$ cat src/rtl/flash_host_pkg.sv
package flash_host_pkg;
   // command codes
   localparam logic [7:0] CODE_UNLOCK1 = 8'hAA;
   localparam logic [7:0] CODE_UNLOCK2 = 8'h55;
   localparam logic [7:0] CODE_RESET = 8'hF0;
   localparam logic [7:0] CODE_AUTO_SELECT = 8'h90;
   localparam logic [7:0] CODE_PROGRAM = 8'hA0;
   localparam logic [7:0] CODE_ERASE_SETUP = 8'h80;
   localparam logic [7:0] CODE_ERASE_CONFIRM = 8'h30;
   // unlock addresses, byte-wide and word-wide
   localparam logic [17:0] ADDR_UNLOCK1_BYTE = 18'h0AAAA;
   localparam logic [17:0] ADDR_UNLOCK1_WORD = 18'h05555;
   localparam logic [17:0] ADDR_UNLOCK2_BYTE = 18'h05555;
   localparam logic [17:0] ADDR_UNLOCK2_WORD = 18'h02AAA;
   // auto-select read addresses
   localparam logic [17:0] ADDR_MAKER_CODE = 18'h00000;
   localparam logic [17:0] ADDR_DEVICE_CODE = 18'h00001;
   localparam logic [17:0] ADDR_PROTECT_LOW = 18'h00002;
   localparam int BLOCK_ADDR_LSB = 12;
   // status bit positions
   localparam int POS_DATA_POLLING = 7;
   localparam int POS_TOGGLE_STATUS = 6;
   localparam int POS_ERROR_FLAG = 5;
   localparam int POS_ERASE_TIMER = 3;
   localparam int POS_BLOCK_TOGGLE = 2;
   // host register map
   localparam logic [3:0] REG_CONTROL = 4'h0;
   localparam logic [3:0] REG_ADDRESS = 4'h1;
   localparam logic [3:0] REG_WDATA = 4'h2;
   localparam logic [3:0] REG_STATUS = 4'h3;
   localparam logic [3:0] REG_RDATA = 4'h4;
   localparam logic [15:0] RESET_VALUE_ZERO = 16'h0000;
   // control op codes written to REG_CONTROL
   localparam logic [2:0] OP_RESET = 3'h1;
   localparam logic [2:0] OP_AUTO_SELECT = 3'h2;
   localparam logic [2:0] OP_PROGRAM = 3'h3;
   localparam logic [2:0] OP_ERASE = 3'h4;
   localparam logic [2:0] OP_ERASE_MORE = 3'h5;
   localparam logic [2:0] OP_READ = 3'h6;
   // timing
   localparam int CLOCK_MHZ = 100;
   localparam int BUS_PHASE_NS = 60;
   localparam int BUS_PHASE_CYCLES = (BUS_PHASE_NS * CLOCK_MHZ + 999) / 1000;
   localparam int RESET_WAIT_US = 10;
   localparam int RESET_WAIT_CYCLES = RESET_WAIT_US * CLOCK_MHZ;
   localparam int SEQ_LEN_MAX = 6;

   typedef struct packed {
      logic [17:0] addr;
      logic [15:0] data;
   } bus_cycle_s;

   typedef struct packed {
      logic ce_n;
      logic oe_n;
      logic we_n;
      logic dq_oe;
   } strobe_s;
endpackage

$ cat src/rtl/flash_seq_rom.sv
`timescale 1ns/10ps
module flash_seq_rom
   import flash_host_pkg::*;
(
   // clock and reset
   input wire logic clock,
   input wire logic rst_n,
   // lookup
   input wire logic [2:0] op,
   input wire logic [2:0] step,
   input wire logic word_mode,
   input wire logic [17:0] user_addr,
   input wire logic [15:0] user_data,
   // registered answer
   output bus_cycle_s cycle_q
);
   bus_cycle_s cycle_d;
   logic [17:0] a1;
   logic [17:0] a2;

   always_comb begin
      a1 = word_mode ? ADDR_UNLOCK1_WORD : ADDR_UNLOCK1_BYTE;
      a2 = word_mode ? ADDR_UNLOCK2_WORD : ADDR_UNLOCK2_BYTE;
      cycle_d.addr = a1;
      cycle_d.data = {8'h00, CODE_UNLOCK1};
      // unlock pair at steps 0/1 and again at 3/4 for erase
      if (step == 3'd0 || (op == OP_ERASE && step == 3'd3)) begin
         cycle_d.addr = a1;
         cycle_d.data = {8'h00, CODE_UNLOCK1};
      end else if (step == 3'd1 || (op == OP_ERASE && step == 3'd4)) begin
         cycle_d.addr = a2;
         cycle_d.data = {8'h00, CODE_UNLOCK2};
      end else if (step == 3'd2) begin
         if (op == OP_AUTO_SELECT) begin
            cycle_d.data = {8'h00, CODE_AUTO_SELECT};
         end else if (op == OP_PROGRAM) begin
            cycle_d.data = {8'h00, CODE_PROGRAM};
         end else if (op == OP_ERASE) begin
            cycle_d.data = {8'h00, CODE_ERASE_SETUP};
         end else begin
            cycle_d.data = {8'h00, CODE_RESET};
         end
      end else if (step == 3'd3) begin
         cycle_d.addr = user_addr;
         cycle_d.data = user_data;
      end else begin
         cycle_d.addr = user_addr;
         cycle_d.data = {8'h00, CODE_ERASE_CONFIRM};
      end
   end

   always_ff @(posedge clock or negedge rst_n) begin
      if (!rst_n) begin
         cycle_q <= '0;
      end else begin
         cycle_q <= cycle_d;
      end
   end
endmodule // flash_seq_rom

$ cat src/rtl/flash_host.sv
`timescale 1ns/10ps
module flash_host
   import flash_host_pkg::*;
#(
   parameter int RESET_WAIT = RESET_WAIT_CYCLES
)(
   // clock and reset
   input wire logic clock,
   input wire logic rst_n,
   // register port
   input wire logic [3:0] reg_addr,
   input wire logic [15:0] reg_wdata,
   input wire logic reg_write,
   input wire logic reg_read,
   output logic [15:0] reg_rdata,
   // flash pins
   output logic [17:0] flash_addr,
   output logic [15:0] flash_dq_out,
   output logic flash_dq_oe,
   input wire logic [15:0] flash_dq_in,
   output logic flash_ce_n,
   output logic flash_oe_n,
   output logic flash_we_n,
   output logic flash_byte_n
);
   typedef enum logic [5:0] {
      ST_IDLE = 6'b000001,
      ST_SETUP = 6'b000010,
      ST_STROBE = 6'b000100,
      ST_HOLD = 6'b001000,
      ST_READ = 6'b010000,
      ST_WAIT = 6'b100000
   } state_e;

   typedef struct packed {
      state_e state;
      logic [2:0] op;
      logic [2:0] step;
      logic [2:0] last_step;
      logic [7:0] phase;
      logic [10:0] wait_cnt;
      logic word_mode;
      logic erase_seen;
      logic [17:0] user_addr;
      logic [15:0] user_data;
      logic [15:0] rdata;
      logic [15:0] prev_read;
      logic toggling;
      logic failed;
      logic [15:0] bus_rdata;
      bus_cycle_s pins;
      strobe_s strb;
   } host_s;

   host_s s_q;
   host_s s_d;
   bus_cycle_s rom_q;
   logic busy;

   flash_seq_rom u_rom (
      .clock(clock),
      .rst_n(rst_n),
      .op(s_q.op),
      .step(s_q.step),
      .word_mode(s_q.word_mode),
      .user_addr(s_q.user_addr),
      .user_data(s_q.user_data),
      .cycle_q(rom_q)
   );

   assign busy = (s_q.state != ST_IDLE);

   always_comb begin
      s_d = s_q;
      s_d.bus_rdata = RESET_VALUE_ZERO;
      // register writes; op start is refused while a sequence runs
      if (reg_write) begin
         if (reg_addr == REG_ADDRESS) begin
            s_d.user_addr = {2'b00, reg_wdata};
         end else if (reg_addr == REG_WDATA) begin
            s_d.user_data = reg_wdata;
         end else if (reg_addr == REG_CONTROL && !busy) begin
            s_d.op = reg_wdata[2:0];
            s_d.word_mode = reg_wdata[4];
            s_d.user_addr[17:16] = reg_wdata[9:8];
            s_d.state = ST_SETUP;
            s_d.phase = 8'h00;
            s_d.step = 3'd0;
            if (reg_wdata[2:0] == OP_READ) begin
               s_d.state = ST_READ;
            end else if (reg_wdata[2:0] == OP_ERASE_MORE) begin
               s_d.step = 3'd5;
            end else if (reg_wdata[2:0] == OP_RESET) begin
               s_d.step = 3'd2;
            end
            if (reg_wdata[2:0] == OP_ERASE) begin
               s_d.last_step = 3'd5;
               s_d.erase_seen = 1'b1;
            end else if (reg_wdata[2:0] == OP_ERASE_MORE) begin
               s_d.last_step = 3'd5;
               s_d.erase_seen = 1'b1;
            end else if (reg_wdata[2:0] == OP_PROGRAM) begin
               s_d.last_step = 3'd3;
            end else begin
               s_d.last_step = 3'd2;
            end
         end
      end
      if (reg_read) begin
         if (reg_addr == REG_STATUS) begin
            s_d.bus_rdata = {11'h000, s_q.word_mode, s_q.failed, s_q.toggling,
               s_q.erase_seen, busy};
         end else if (reg_addr == REG_RDATA) begin
            s_d.bus_rdata = s_q.rdata;
         end else if (reg_addr == REG_ADDRESS) begin
            s_d.bus_rdata = s_q.user_addr[15:0];
         end else if (reg_addr == REG_WDATA) begin
            s_d.bus_rdata = s_q.user_data;
         end else begin
            s_d.bus_rdata = RESET_VALUE_ZERO;
         end
      end
      case (s_q.state)
         ST_IDLE: begin
            s_d.strb = '{ce_n: 1'b1, oe_n: 1'b1, we_n: 1'b1, dq_oe: 1'b0};
         end
         ST_SETUP: begin
            // rom answer for this step is ready one cycle after step changed
            s_d.phase = s_q.phase + 8'h01;
            if (s_q.phase == 8'h01) begin
               s_d.pins = rom_q;
               s_d.strb = '{ce_n: 1'b0, oe_n: 1'b1, we_n: 1'b1, dq_oe: 1'b1};
            end else if (s_q.phase == 8'h02) begin
               s_d.strb.we_n = 1'b0;
               s_d.phase = 8'h00;
               s_d.state = ST_STROBE;
            end
         end
         ST_STROBE: begin
            s_d.phase = s_q.phase + 8'h01;
            if (s_q.phase == 8'(BUS_PHASE_CYCLES - 1)) begin
               s_d.strb.we_n = 1'b1;
               s_d.phase = 8'h00;
               s_d.state = ST_HOLD;
            end
         end
         ST_HOLD: begin
            s_d.phase = s_q.phase + 8'h01;
            if (s_q.phase == 8'(BUS_PHASE_CYCLES - 1)) begin
               s_d.strb = '{ce_n: 1'b1, oe_n: 1'b1, we_n: 1'b1, dq_oe: 1'b0};
               s_d.phase = 8'h00;
               if (s_q.step == s_q.last_step) begin
                  s_d.state = ST_IDLE;
                  if (s_q.op == OP_RESET && s_q.erase_seen) begin
                     s_d.state = ST_WAIT;
                     s_d.wait_cnt = 11'h000;
                  end
                  if (s_q.op == OP_RESET) begin
                     s_d.failed = 1'b0;
                  end
               end else begin
                  s_d.step = s_q.step + 3'd1;
                  s_d.state = ST_SETUP;
               end
            end
         end
         ST_READ: begin
            // array or status read; status bits decoded on every read
            // address settles a cycle before the strobes fall, so the far
            // side never answers a read for a stale address
            s_d.phase = s_q.phase + 8'h01;
            if (s_q.phase == 8'h00) begin
               s_d.pins.addr = s_q.user_addr;
            end else if (s_q.phase == 8'h01) begin
               s_d.strb = '{ce_n: 1'b0, oe_n: 1'b0, we_n: 1'b1, dq_oe: 1'b0};
            end else if (s_q.phase == 8'(BUS_PHASE_CYCLES + 1)) begin
               s_d.rdata = flash_dq_in;
               s_d.prev_read = flash_dq_in;
               s_d.toggling = (flash_dq_in[POS_TOGGLE_STATUS] !=
                  s_q.prev_read[POS_TOGGLE_STATUS]);
               s_d.failed = s_q.failed | flash_dq_in[POS_ERROR_FLAG];
               s_d.strb = '{ce_n: 1'b1, oe_n: 1'b1, we_n: 1'b1, dq_oe: 1'b0};
               s_d.phase = 8'h00;
               s_d.state = ST_IDLE;
            end
         end
         ST_WAIT: begin
            s_d.wait_cnt = s_q.wait_cnt + 11'h001;
            if (s_q.wait_cnt == 11'(RESET_WAIT - 1)) begin
               s_d.erase_seen = 1'b0;
               s_d.state = ST_IDLE;
            end
         end
         default: begin
            s_d.state = ST_IDLE;
         end
      endcase
   end

   always_ff @(posedge clock or negedge rst_n) begin
      if (!rst_n) begin
         s_q <= '0;
         s_q.state <= ST_IDLE;
         s_q.strb <= '{ce_n: 1'b1, oe_n: 1'b1, we_n: 1'b1, dq_oe: 1'b0};
      end else begin
         s_q <= s_d;
      end
   end

   assign reg_rdata = s_q.bus_rdata;
   assign flash_addr = s_q.pins.addr;
   assign flash_dq_out = s_q.pins.data;
   assign flash_dq_oe = s_q.strb.dq_oe;
   assign flash_ce_n = s_q.strb.ce_n;
   assign flash_oe_n = s_q.strb.oe_n;
   assign flash_we_n = s_q.strb.we_n;
   assign flash_byte_n = s_q.word_mode;

   // write strobe low only while chip enabled and driving
   a_we_in_ce: assert property (@(posedge clock) disable iff (!rst_n)
      !flash_we_n |-> (!flash_ce_n && flash_dq_oe)) else $error("we without ce");
   a_we_width: assert property (@(posedge clock) disable iff (!rst_n)
      $fell(flash_we_n) |-> !flash_we_n[*6] ##1 flash_we_n)
      else $error("we pulse width wrong");
   a_no_drive_read: assert property (@(posedge clock) disable iff (!rst_n)
      !flash_oe_n |-> !flash_dq_oe) else $error("drive during read");
   a_unlock_one: assert property (@(posedge clock) disable iff (!rst_n)
      ($fell(flash_we_n) && s_q.step == 3'd0) |->
      flash_dq_out[7:0] == CODE_UNLOCK1) else $error("bad first unlock");
   a_unlock_two: assert property (@(posedge clock) disable iff (!rst_n)
      ($fell(flash_we_n) && s_q.step == 3'd1 && s_q.op != OP_RESET) |->
      flash_dq_out[7:0] == CODE_UNLOCK2) else $error("bad second unlock");
   a_erase_confirm: assert property (@(posedge clock) disable iff (!rst_n)
      ($fell(flash_we_n) && s_q.step == 3'd5) |->
      flash_dq_out[7:0] == CODE_ERASE_CONFIRM) else $error("bad confirm");
   a_reset_wait: assert property (@(posedge clock) disable iff (!rst_n)
      (s_q.state == ST_WAIT && s_q.wait_cnt == 11'h000) |->
      busy[*8]) else $error("reset wait cut short");
   a_unlock_addr: assert property (@(posedge clock) disable iff (!rst_n)
      ($fell(flash_we_n) && s_q.step == 3'd0 && !s_q.word_mode) |->
      flash_addr == ADDR_UNLOCK1_BYTE) else $error("bad unlock address");
endmodule // flash_host

$ cat config.mk
export PLATFORM = sky130hd
export DESIGN_NAME = flash_host
export DESIGN_NICKNAME = d
export VERILOG_FILES = /design/src/rtl/flash_host_pkg.sv /design/src/rtl/flash_seq_rom.sv /design/src/rtl/flash_host.sv
export SDC_FILE = /design/constraint.sdc
export NUM_CORES = 1
export LEC_CHECK = 0
export ABC_AREA = 1
export BUFFER_PORTS_ARGS = -buffer_cell sky130_fd_sc_hd__buf_2
export CAP_MARGIN = 15
export CORE_MARGIN = 1.5
export CORE_UTILIZATION = 46
export CTS_CLUSTER_SIZE = 25
export DETAILED_ROUTE_END_ITERATION = 8
export RECOVER_POWER = 100
export SKIP_CTS_REPAIR_TIMING = 1
export SLEW_MARGIN = 20
export SYNTH_ARGS = -nofsm -noshare
export SYNTH_HDL_FRONTEND = slang
export SYNTH_SLANG_ARGS = --single-unit
export TNS_END_PERCENT = 30
$ cat constraint.sdc
create_clock -name clock -period 1.88 [get_ports clock]
set_input_delay 0 -clock clock [delete_from_list [all_inputs] [get_ports clock]]
set_output_delay 0 -clock clock [all_outputs]
set_load 0.1 [all_outputs]
[After elaboration in Yosys (flattened, before gate mapping)]
Cells that the tools add are included.
Word-level totals
  flip-flop bits (word level): 176
  latch bits: 0
  RAM bits: 0
  ROM bits: 0
  output and inout bits: 55
  word-level logic and storage cells: 191
  memories kept: 0
Operators by class
  add/sub/neg operators: 3
  multiply operators: 0
  div/mod/pow operators: 0
  order comparisons: 0
  equal/unequal tests: 46
  shift-type cells: 0
  mux-type cells: 84
  bitwise gates (word level): 5
  reduce and logical (&&, ||, !) cells: 30
Operator list (number)
  two-way mux 16 bit: 13
  two-way mux 23 bit: 4
  two-way mux 34 bit: 2
  two-way mux 6 bit: 10
  two-way mux 8 bit: 6
  two-way mux 18 bit: 2
  two-way mux 36 bit: 1
  one-hot mux 18 bit (2 select lines): 1
  one-hot mux 6 bit (6 select lines): 1
  two-way mux 35 bit: 1
  one-hot mux 8 bit (4 select lines): 1
  two-way mux 3 bit: 9
  two-way mux 11 bit: 2
  inequality test 2 bit (second input constant): 11
  one-hot mux 11 bit (2 select lines): 1
  two-way mux 19 bit: 1
  == test 8 x 3 -> 1 bit (second input constant): 2
  two-way mux 1 bit: 16
  two-way mux 4 bit: 4
  AND reduction 4 bit: 4
  == test 3 x 2 -> 1 bit (second input constant): 5
  == test 3 bit (second input constant): 5
  two-way mux 15 bit: 1
  nonzero test 5 bit: 3
  43 further kinds: 62

[Logic depth before layout (Yosys ltp)]
Gate-level depths: netlist (run 1).
  depth in word-level cells: 12
  gate-level depth with buffers: 11
  depth with buffers taken out: 11

[By module]
A second synthesis (run 1) with hierarchy kept.
Unflattened totals
  cell total of the unflattened synthesis: 1085
  area, all modules: 9016.1 um^2
Modules (own cells, without submodules)
  flash_host: instances 1, cells an instance 867, area an instance 7344.5 um^2, seq. area each 3558.4 um^2
  flash_seq_rom: instances 1, cells an instance 218, area an instance 1671.6 um^2, seq. area each 850.8 um^2

[Worst setup path before layout (run 1)]
Ideal clock, no wire load.
  path kind: flip-flop to flip-flop
  from: reg s_q (netlist bit flash_byte_n)
  to: reg u_rom.cycle_q[31] (netlist bit)
  setup time: 0.168 ns
  arrival time: 1.566 ns
  setup slack: 0.146 ns
  stages on the path, launching flop included: 6
  buffers on the path: 0
  cells stage by stage: dfrtp_1 nor2_2 inv_1 o21ai_0 nand3_1 o21ai_0
RTL lines
  start: declaration: RTL line flash_host.sv:55  | host_s s_q;
  end signal: assignment: RTL line flash_seq_rom.sv:56  | cycle_q <= cycle_d;
  end: declaration: RTL line flash_seq_rom.sv:15  | output bus_cycle_s cycle_q

==> results of run 1 <==
## area by class of cell
class	instances	area (sq um)
well taps	234	293
fillers	1777	8540
clock inverters	13	129
multi-input cells	646	3420
clock buffers	19	443
repair inverters	2	12.5
inverters	105	402
diodes	1	2.50
repair buffers	163	1060
flip-flops and latches	176	4410
## per-layer routing
layer	vias to the layer above	GRT usage	routed length [microns]
met2	181	0.357	10600
li1	3443	-	-
met4	0	0.0795	485
met5	-	0	0
met3	34	0.0584	1220
met1	3325	0.311	10100
## how the worst max path moves through the flow
stage,endpoint,depth (start not counted)
4_1_cts,u_rom.cycle_q[14],7
2_1_floorplan,u_rom.cycle_q[31],5
5_1_grt,flash_dq_oe,11
6_report,u_rom.cycle_q[4],7
3_3_place_gp,u_rom.cycle_q[4],6
3_5_place_dp,u_rom.cycle_q[14],7
## through the flow
step,total power [W],setup WS (ns),instance area (sq um)
after floorplan,0.00985,0.146,8780
after global placement,0.0109,0.0870,9240
after detailed placement,0.0109,0.00179,9240
after CTS,0.0144,-0.0253,9810
after global routing,0.0155,0.00126,10200
final,0.0146,0.0820,10200
## Yosys cell counts, types with 2 or more instances
master	instances	share of area
a21oi_1	32	0.018
a221oi_1	5	0.0050
a22oi_1	2	0.0017
a31oi_1	19	0.014
buf_2	10	0.0057
buf_4	51	0.044
buf_6	8	0.010
clkbuf_1	16	0.0068
dfrtp_1	172	0.49
dfstp_2	4	0.012
ha_1	10	0.014
inv_1	96	0.041
inv_2	9	0.0038
mux2_2	7	0.0090
mux2_4	9	0.015
nand2_1	236	0.10
nand2_2	9	0.0064
nand2_4	4	0.0051
nand3_1	71	0.040
nand3_2	2	0.0023
nand3_4	2	0.0040
nand3b_1	3	0.0026
nand4_1	9	0.0064
nor2_1	74	0.032
nor2_2	7	0.0050
nor2_4	7	0.0090
nor3_1	14	0.0080
nor4_1	2	0.0014
o21ai_0	75	0.043
o21ai_1	4	0.0023
o22ai_1	16	0.011
xnor2_1	7	0.0070
xor2_1	6	0.0060
## registers in the layout, indices dropped and copies added, names as in the netlist
register and cells:
u_rom.cycle_q 34, s_q 87, flash_addr 18, flash_ce_n 1, flash_dq_out 16, reg_rdata 16
flash_we_n 1, flash_oe_n 1, flash_dq_oe 1, flash_byte_n 1
## kinds of logic after synthesis
| logic type | after synthesis | synth area share |
|---|---|---|
| adders and majority gates | 10 | 0.0143 |
| and+or+nand+nor | 445 | 0.230 |
| muxes | 16 | 0.0244 |
| AOI/OAI and AO/OA | 162 | 0.105 |
| xor gates and xnor gates | 13 | 0.0130 |
| buffers and inverters | 190 | 0.111 |
| DFF | 176 | 0.502 |
## worst register-to-register path: cells and delay by family, from the launching register on
family | cells | cell delay (ns)
fa+ha+maj | 1 | 0.19
compound gates | 2 | 0.38
flops | 1 | 0.46
buf+inv | 3 | 0.57
simple gates | 1 | 0.10
## power breakdown
| group | internal (W) | leakage [nW] | switching, W | total, W |
|---|---|---|---|---|
| logic | 0.00157 | 2.56 | 0.00424 | 0.00580 |
| clock network | 0.00189 | 0.274 | 0.00159 | 0.00348 |
| registers | 0.00467 | 2.23 | 0.000658 | 0.00533 |
| total | 0.00813 | 5.07 | 0.00648 | 0.0146 |
==> summary.txt, run 1 <==
Global routing
  • Grt ovf: 0
  • First-pass GRT wire length: 34800 microns
  • Vias in the first global route: 6509
  • Largest net degree at the start of global routing: 70
  • GRT Util Overall: 0.229
  • Antenna violations before repair: 1

Min path
  • Hold Path Cell Cnt: 3
  • WHS Endpoint: s_q[144]
  • Min-delay src: reg_write
  • Hold/Removal Path Class: input port to register

Power
  • Pleak: 5.07 nW
  • Pwr/cell area: 1440 nW/um^2
  • Max VDD drop: 792 uV

Setup path
  • FF-to-FF Start: s_q[146]
  • Register-to-Register Path Depth: 7
  • Reg2reg setup slack: 0.08 ns
  • Crit Path Category: register to register
  • Critical path capture point type: register
  • Critical Path AT: 2.14 ns
  • CP max FO: 7
  • Critical path's top delay family: buffers and inverters
  • CP Data Required Time: 2.22 ns
  • CP max stage delay: 0.46 ns
  • Crit path launch: s_q[146]
  • Cell Chain, Critical Path: inv_2 -> ha_2 -> nand2_4 -> clkinvlp_2 -> clkbuf_1 -> o211ai_1 -> a31oi_1
  • Worst path slowest cell: dfrtp_2
  • Critical Path Source Type: register
  • FF-to-FF End: u_rom.cycle_q[4]
  • CP bufs+invs: 3

Drt
  • Vias per cell: 5.14
  • DR vias: 6983
  • DRC Markers: 0
  • Drt wl/cell: 16.4 microns
  • Starting DRT DRC Count: 534
  • TritonRoute pass-1 iters: 5
  • Drt total wl: 22300 microns
  • Post-DRT Antenna Nets: 0

Clock tree
  • CTS Buffer Depth: 2
  • TritonCTS clock tree: built
  • Clock Latency Late Sink: 0.44 ns
  • Htree depth: 4
  • CTS clk-pin slew, worst paths: 0.07 ns
  • CTS Buf Count: 17
  • Sink Count: 176
  • Clock root cell: clkbuf_16

Final layout
  • Share of cells above drive strength 1: 0.192
  • Layout Cells excl Fill: 1359
  • Most frequent cells in the layout: nand2_1 (234), dfrtp_1 (170), inv_1 (94)
  • Fin nets: 1161
  • Syn-to-layout area delta: 15.8%
  • Post-layout util: 0.544
  • Commonest non-fill, non-tap cell in the layout: nand2_1

STA
  • Fin crit share: 0.956
  • Final setup skew: 0.0119 ns
  • Worst hold margin: 0.0637 ns
  • Slew headroom: 0.219
  • Setup TNS: 0 ns
  • Final hold vios: 0
  • Final Max Slew Viols: 0
  • RSZ-0062 raised after global routing: false
  • Final min period: 1.80 ns
  • Max Fclk: 556 MHz
  • Slew @ Worst Pin: 1.18 ns
  • Setup violations, final: 0

Die
  • Starting Density: 0.469
  • Top-Level Pins: 95
  • Num rows: 50
  • Die Width: 141 microns
  • Core box area: 18700 sq um
  • Die span in y: 141 microns
  • DIE AREA: 19900 sq um

Synthesis
  • Synth Instances: 1012
  • Primary FF master, synth: dfrtp_1
  • Cell area after synthesis: 8780 sq um
  • Number of synthesized flops with an enable pin: 0
  • Number of distinct library cells after synthesis: 47
  • Flops & latches, synth: 176
  • Syn nets: 1062
  • Post-synthesis sequential area ratio: 0.502
  • Warning count from the yosys run: 0
  • Async set-reset flop share out of synthesis: 1.00
  • Syn_area_per_cell: 8.68 sq um

Placed design
  • RD Place Congestion: 0.879
  • Placed insts: 1285
  • Port Buffers: 94
  • Post-DP HPWL: 16000 microns

Outcome
  • Status: complete, no violations

Run
  • Max-Cap Viols: 0
No activity file was read; power rests on OpenSTA's default activity.
==> run 2: changes to the inputs <==
==> constraint.sdc (replaced) <==
create_clock -name clock -period 1.88 [get_ports clock]
set_input_delay 0 -clock clock [delete_from_list [all_inputs] [get_ports clock]]
set_output_delay 0 -clock clock [all_outputs]
set_load 0.005 [all_outputs]
==> run 2 against run 1 <==
Against the previous run: non-clock buffer count did not move; sequential power barely moved; fmax about the same; global-route usage unchanged; clock skew about the same; register-to-register slack about the same; sequential share of layout area about the same; clock-buffer cell count is the same; clock power about the same; highest routed layer unchanged.
==> summary.txt, run 2 (synthesis gave the netlist of run 1 again) <==
Global routing
  • Grt ovf: 0 (unchanged)
  • Antenna violations before repair: 1 (unchanged)
  • First-pass GRT wire length: 34800 microns (unchanged)
  • GRT Util Overall: 0.229 (unchanged)
  • Largest net degree at the start of global routing: 70 (unchanged)
  • Vias in the first global route: 6509 (unchanged)

STA
  • Setup violations, final: 0 (unchanged)
  • Final worst-path setup slack: 0.0813 ns (-0.000702 ns)
  • Final min period: 1.80 ns (+0.000702 ns)
  • Max Fclk: 556 MHz (about the same)
  • Fin crit share: 0.957 (about the same)
  • Slew headroom: 0.268 (+0.0490)
  • Final Max Slew Viols: 0 (unchanged)
  • Slew @ Worst Pin: 1.10 ns (-0.0783 ns)
  • Final setup skew: 0.0123 ns (+0.000409 ns)
  • RSZ-0062 raised after global routing: false
  • Worst hold margin: 0.0730 ns (+0.00923 ns)
  • Final hold vios: 0 (unchanged)

Power
  • Sequential share of power: 0.414 (+0.049)
  • Pleak: 5.07 nW (about the same)
  • Comb power frac: 0.315 (-0.082)
  • Pwr/cell area: 1270 nW/um^2 (-12%)
  • Sw frac: 0.369 (-0.0751)
  • Max VDD drop: 783 uV (-1.1%)
  • Clock power frac: 0.271 (+0.033)
  • Psw: 0.00474 W (-27%)
  • Pint: 0.00812 W (-0.17%)

Setup path
  • Worst path slowest cell: dfrtp_2
  • FF-to-FF Start: s_q[146]
  • Critical Path Source Type: register
  • Crit path launch: s_q[146]
  • Critical path's top delay family: buffers and inverters
  • Crit Path Category: register to register
  • Cell Chain, Critical Path: inv_2 -> ha_2 -> nand2_4 -> clkinvlp_2 -> clkbuf_1 -> o211ai_1 -> a31oi_1
  • Critical path capture point type: register
  • CP Data Required Time: 2.22 ns (about the same)
  • CP max FO: 7 (unchanged)
  • Critical Path AT: 2.14 ns (about the same)
  • CP max stage delay: 0.46 ns (about the same)
  • CP bufs+invs: 3 (unchanged)

Placed design
  • Placed insts: 1285 (unchanged)
  • Post-place setup slack: 0.00179 ns (unchanged)
  • Port Buffers: 94 (unchanged)
  • Post-DP HPWL: 16000 microns (unchanged)
  • RD Place Congestion: 0.879 (unchanged)

Clock tree
  • Sink Count: 176 (unchanged)
  • Clock root cell: clkbuf_16
  • Htree depth: 4 (unchanged)
  • Clock Latency Late Sink: 0.44 ns (about the same)
  • CTS Buffer Depth: 2 (unchanged)
  • TritonCTS clock tree: built
  • CTS clk-pin slew, worst paths: 0.07 ns (about the same)
  • CTS Buf Count: 17 (unchanged)

Die
  • Num rows: 50 (unchanged)
  • Top-Level Pins: 95 (unchanged)
  • DIE AREA: 19900 sq um (unchanged)
  • Die Width: 141 microns (unchanged)
  • Starting Density: 0.469 (unchanged)
  • Core box area: 18700 sq um (unchanged)
  • Die span in y: 141 microns (unchanged)

Drt
  • Post-DRT Antenna Nets: 0 (unchanged)
  • Routed metal-1 wirelength: 10100 microns (-0.11%)
  • Drt total wl: 22400 microns (+0.31%)
  • Vias per cell: 5.16 (+0.43%)
  • Met2 wire len: 10600 microns (+0.20%)
  • Starting DRT DRC Count: 506 (-5.2%)
  • DRC Markers: 0 (unchanged)
  • Drt wl/cell: 16.5 microns (+0.31%)
  • Met3 Wirelength: 1280 microns (+4.5%)
  • DR vias: 7013 (+0.43%)
  • Top Layer Used: met4
  • TritonRoute pass-1 iters: 5 (unchanged)

Final layout
  • Max reg flops: 87 (unchanged)
  • Commonest non-fill, non-tap cell in the layout: nand2_1
  • Share of cells above drive strength 1: 0.185 (-0.00712)
  • Biggest register: s_q
  • Layout Cells excl Fill: 1359 (unchanged)
  • Most frequent cells in the layout: nand2_1 (234), dfrtp_1 (170), inv_1 (94)
  • Fin nets: 1161 (unchanged)
  • Syn-to-layout area delta: 15.7% (about the same)

Min path
  • Hold/Removal Path Class: input port to register
  • Min-delay src: reg_write

Run
  • Max-Cap Viols: 0 (unchanged)

Outcome
  • Status: complete, no violations
==> run 2: per-stage QoR <==
stage	power (W)	setup TNS [ns]	util	cell area, sq um
3_5_place_dp	0.00919	0	0.494	9240
2_1_floorplan	0.00808	0	-	8780
3_3_place_gp	0.00916	0	0.494	9240
5_1_grt	0.0137	0	0.543	10200
4_1_cts	0.0127	-0.0253	0.525	9810
6_report	0.0129	0	0.543	10200
==> run 2: final timing paths <==
path,end,slack (ns),cells past startpoint
max in group asynchronous,flash_addr[5],0.42,3
min,s_q[144],0.07,3
min in group asynchronous,flash_dq_out[4],0.29,2
max,u_rom.cycle_q[4],0.08,7
max reg2reg,u_rom.cycle_q[4],0.08,7
min reg2reg,flash_dq_out[9],0.45,1
==> run 2: power by group through the flow <==
stage               sequential (W)  clock, W  combinational [W]
CTS                        0.00531   0.00354            0.00383
detailed placement         0.00537         0            0.00382
floorplan                  0.00516         0            0.00292
global placement           0.00537         0            0.00380
finish                     0.00533   0.00348            0.00405
global route               0.00542   0.00370            0.00458
==> run 2: metal layers <==
metal  global-route usage  vias to the layer above
met1                0.311                     3338
li1                     -                     3447
met3               0.0584                       36
met5                    0                        -
met2                0.357                      192
met4               0.0795                        0
==> run 2: layout make-up <==
cell class,count,area [sq um]
diodes,1,2.50
inverters,105,402
clock buffers,19,443
well taps,234,293
flip-flops and latches,176,4410
clock inverters,13,129
repair inverters,2,12.5
multi-input cells,646,3420
repair buffers,163,1050
fillers,1774,8550
==> run 2: worst register-to-register path: stages, from the launching register on <==
cell	delay, ns
dfrtp_2	0.46
inv_2	0.09
ha_2	0.19
nand2_4	0.10
clkinvlp_2	0.20
clkbuf_1	0.28
o211ai_1	0.15
a31oi_1	0.23
==> run 3: changes to the inputs <==
--- a/config.mk
+++ b/config.mk
@@ -8,10 +8,13 @@
 export ABC_AREA = 1
 export BUFFER_PORTS_ARGS = -buffer_cell sky130_fd_sc_hd__buf_2
 export CAP_MARGIN = 15
+export CELL_PAD_IN_SITES_DETAIL_PLACEMENT = 0
+export CELL_PAD_IN_SITES_GLOBAL_PLACEMENT = 1
 export CORE_MARGIN = 1.5
-export CORE_UTILIZATION = 46
+export CORE_UTILIZATION = 39
 export CTS_CLUSTER_SIZE = 25
 export DETAILED_ROUTE_END_ITERATION = 8
+export PLACE_DENSITY_LB_ADDON = 0.1
 export RECOVER_POWER = 100
 export SKIP_CTS_REPAIR_TIMING = 1
 export SLEW_MARGIN = 20
==> run 3 against run 2 <==
Against the previous run: via count shrank 0.44%; utilization shrank 7.4 points; clock power is essentially flat; register-to-register slack lost 0.02 ns.
==> summary.txt, run 3 (synthesis gave the netlist of run 1 again) <==
Final layout
  • FF/Latch Area: 4410 sq um (about the same)
  • Share of cells above drive strength 1: 0.186 (+0.000850)
  • Number of diodes: 0 (-1)
  • Syn-to-layout area delta: 17.2%
  • Biggest register: s_q
  • # fillers: 2220 (+25%)
  • Most frequent cells in the layout: nand2_1 (237), dfrtp_1 (171), inv_1 (97)
  • Commonest non-fill, non-tap cell in the layout: nand2_1
  • Fin nets: 1172 (+0.95%)
  • Design area: 10300 sq um (+1.3%)
  • Layout Cells excl Fill: 1415 (+4.1%)
  • Multi-input logic area: 3390 sq um (-0.81%)
  • Max reg flops: 87 (unchanged)

Die
  • Core box area: 22000 sq um (+17%)
  • Starting Density: 0.400 (-0.0695)
  • Top-Level Pins: 95 (unchanged)
  • Die span in y: 153 microns (+8.4%)
  • DIE AREA: 23400 sq um (+18%)
  • Die Width: 153 microns (+8.4%)
  • Num rows: 54 (+8.0%)

Power
  • Pwr/cell area: 1250 nW/um^2 (-1.1%)
  • Comb power frac: 0.320 (+0.005)
  • Clock power frac: 0.270 (about the same)
  • Pint: 0.00818 W (+0.77%)
  • Pleak: 5.20 nW (+2.7%)
  • Sw frac: 0.365 (-0.00365)
  • Power Total: 0.0129 W (+0.19%)
  • Max VDD drop: 571 uV (-27%)
  • Psw: 0.00470 W (-0.80%)
  • Sequential share of power: 0.410 (-0.004)

Drt
  • Drt wl/cell: 16.9 microns (+2.3%)
  • Starting DRT DRC Count: 335 (-34%)
  • Post-DRT Antenna Nets: 0 (unchanged)
  • DR vias: 6982 (-0.44%)
  • TritonRoute pass-1 iters: 7 (+2)
  • DRC Markers: 0 (unchanged)
  • Vias per cell: 4.93 (-4.4%)
  • Drt total wl: 23900 microns (+6.5%)

Run
  • Max-Cap Viols: 0 (unchanged)

Setup path
  • FF-to-FF End: u_rom.cycle_q[1]
  • Register-to-Register Path Depth: 9 (+2)
  • Reg2reg setup slack: 0.07 ns (-0.02 ns)
  • Critical path capture point type: register
  • Crit path launch: s_q[146]
  • Critical Path Source Type: register
  • CP Data Required Time: 2.25 ns (+0.03 ns)
  • FF-to-FF Start: s_q[146]
  • Crit path to: u_rom.cycle_q[1]
  • Critical Path AT: 2.19 ns (+0.05 ns)
  • Crit Path Category: register to register
  • CP max FO: 9 (+2)

Clock tree
  • TritonCTS clock tree: built
  • CTS Buffer Depth: 2 (unchanged)
  • Clock root cell: clkbuf_16
  • Clock Latency Late Sink: 0.44 ns (about the same)
  • CTS Buf Count: 17 (unchanged)
  • Sink Count: 176 (unchanged)
  • CTS clk-pin slew, worst paths: 0.07 ns (about the same)
  • Htree depth: 4 (unchanged)

Outcome
  • Status: complete, no violations

STA
  • Setup violations, final: 0 (unchanged)
  • RSZ-0062 raised after global routing: true
  • Slew @ Worst Pin: 1.03 ns (-0.0649 ns)
  • Slew headroom: 0.312 (+0.0432)
  • Fin crit share: 0.965 (+0.00822)
  • Max Fclk: 551 MHz (-0.85%)
  • Final Max Slew Viols: 0 (unchanged)
  • Final min period: 1.81 ns (+0.0154 ns)
  • Final setup skew: 0.0189 ns (+0.00654 ns)
  • Setup TNS: 0 ns (unchanged)
  • Final hold vios: 0 (unchanged)

Global routing
  • Antenna violations before repair: 0 (-1)
  • GRT Util Overall: 0.215 (-0.0143)
  • Grt ovf: 0 (unchanged)
  • Vias in the first global route: 6763 (+3.9%)
  • Largest net degree at the start of global routing: 58 (-17%)
  • First-pass GRT wire length: 38600 microns (+11%)

Min path
  • Hold/Removal Path Class: input port to register
  • Min-delay src: reg_write

Placed design
  • Post-DP HPWL: 17700 microns (+11%)
  • Placed inst area: 9450 sq um (+2.2%)
  • Placed insts: 1346 (+4.7%)
  • RD Place Congestion: 0.823 (-6.3%)
  • Port Buffers: 94 (unchanged)
## run 3: cell count changes in the layout (fill, tap and decap cells not counted), moves of 3 or more
cell and delta:
buf_4 +9, clkinvlp_4 -5, inv_1 +3, inv_6 +3, mux2_1 -7, mux2_4 +7
nand2_1 +3, o21ai_1 +3
## run 3: worst max-delay path, cell delays in order, from the launching register on
cell	delay [ns]
dfrtp_2	0.42
inv_1	0.10
ha_1	0.20
nand2_1	0.13
buf_12	0.14
nand2_1	0.12
inv_1	0.10
nand2_1	0.06
o21ai_0	0.32
buf_4	0.17
## run 3: power groups by stage
stage	registers, W	logic [W]	clock network (W)
after global placement	0.00536	0.00412	0
after global routing	0.00539	0.00468	0.00375
after floorplan	0.00516	0.00292	0
after CTS	0.00529	0.00415	0.00358
final	0.00528	0.00412	0.00348
after detailed placement	0.00536	0.00413	0
## run 3: area by class of cell
class / instances / share of cell area
Sequential cell: 176 / 0.429
Multi-Input combinational cell: 646 / 0.329
Timing Repair Buffer: 176 / 0.114
Clock buffer: 17 / 0.0413
Inverter: 105 / 0.0383
Tap cell: 280 / 0.0340
Clock inverter: 15 / 0.0142
## run 3: per-stage QoR
step                hold WS (ns)   util  setup slack [ns]
CTS                       -0.436  0.456            0.0482
global route             0.00693  0.469           -0.0522
detailed placement        0.0273  0.430            0.0654
finish                   0.00146  0.469            0.0659
global placement          0.0329  0.430            0.0842
floorplan                 -0.296      -             0.233
## run 3: how the worst min path moves through the flow
stage / end / slack, ns / cells past startpoint
after floorplan: flash_addr[0] / -0.30 / 0
after global placement: flash_dq_out[2] / 0.03 / 1
after detailed placement: flash_dq_out[0] / 0.03 / 1
after CTS: flash_dq_out[0] / -0.44 / 1
after global routing: s_q[144] / 0.007 / 3
final: s_q[144] / 0.001 / 3
## run 3: layer usage
metal / track usage / part of all wire
met1: 0.308 / 0.49
met5: 0 / 0
met3: 0.0340 / 0.029
met2: 0.337 / 0.47
met4: 0.0626 / 0.012
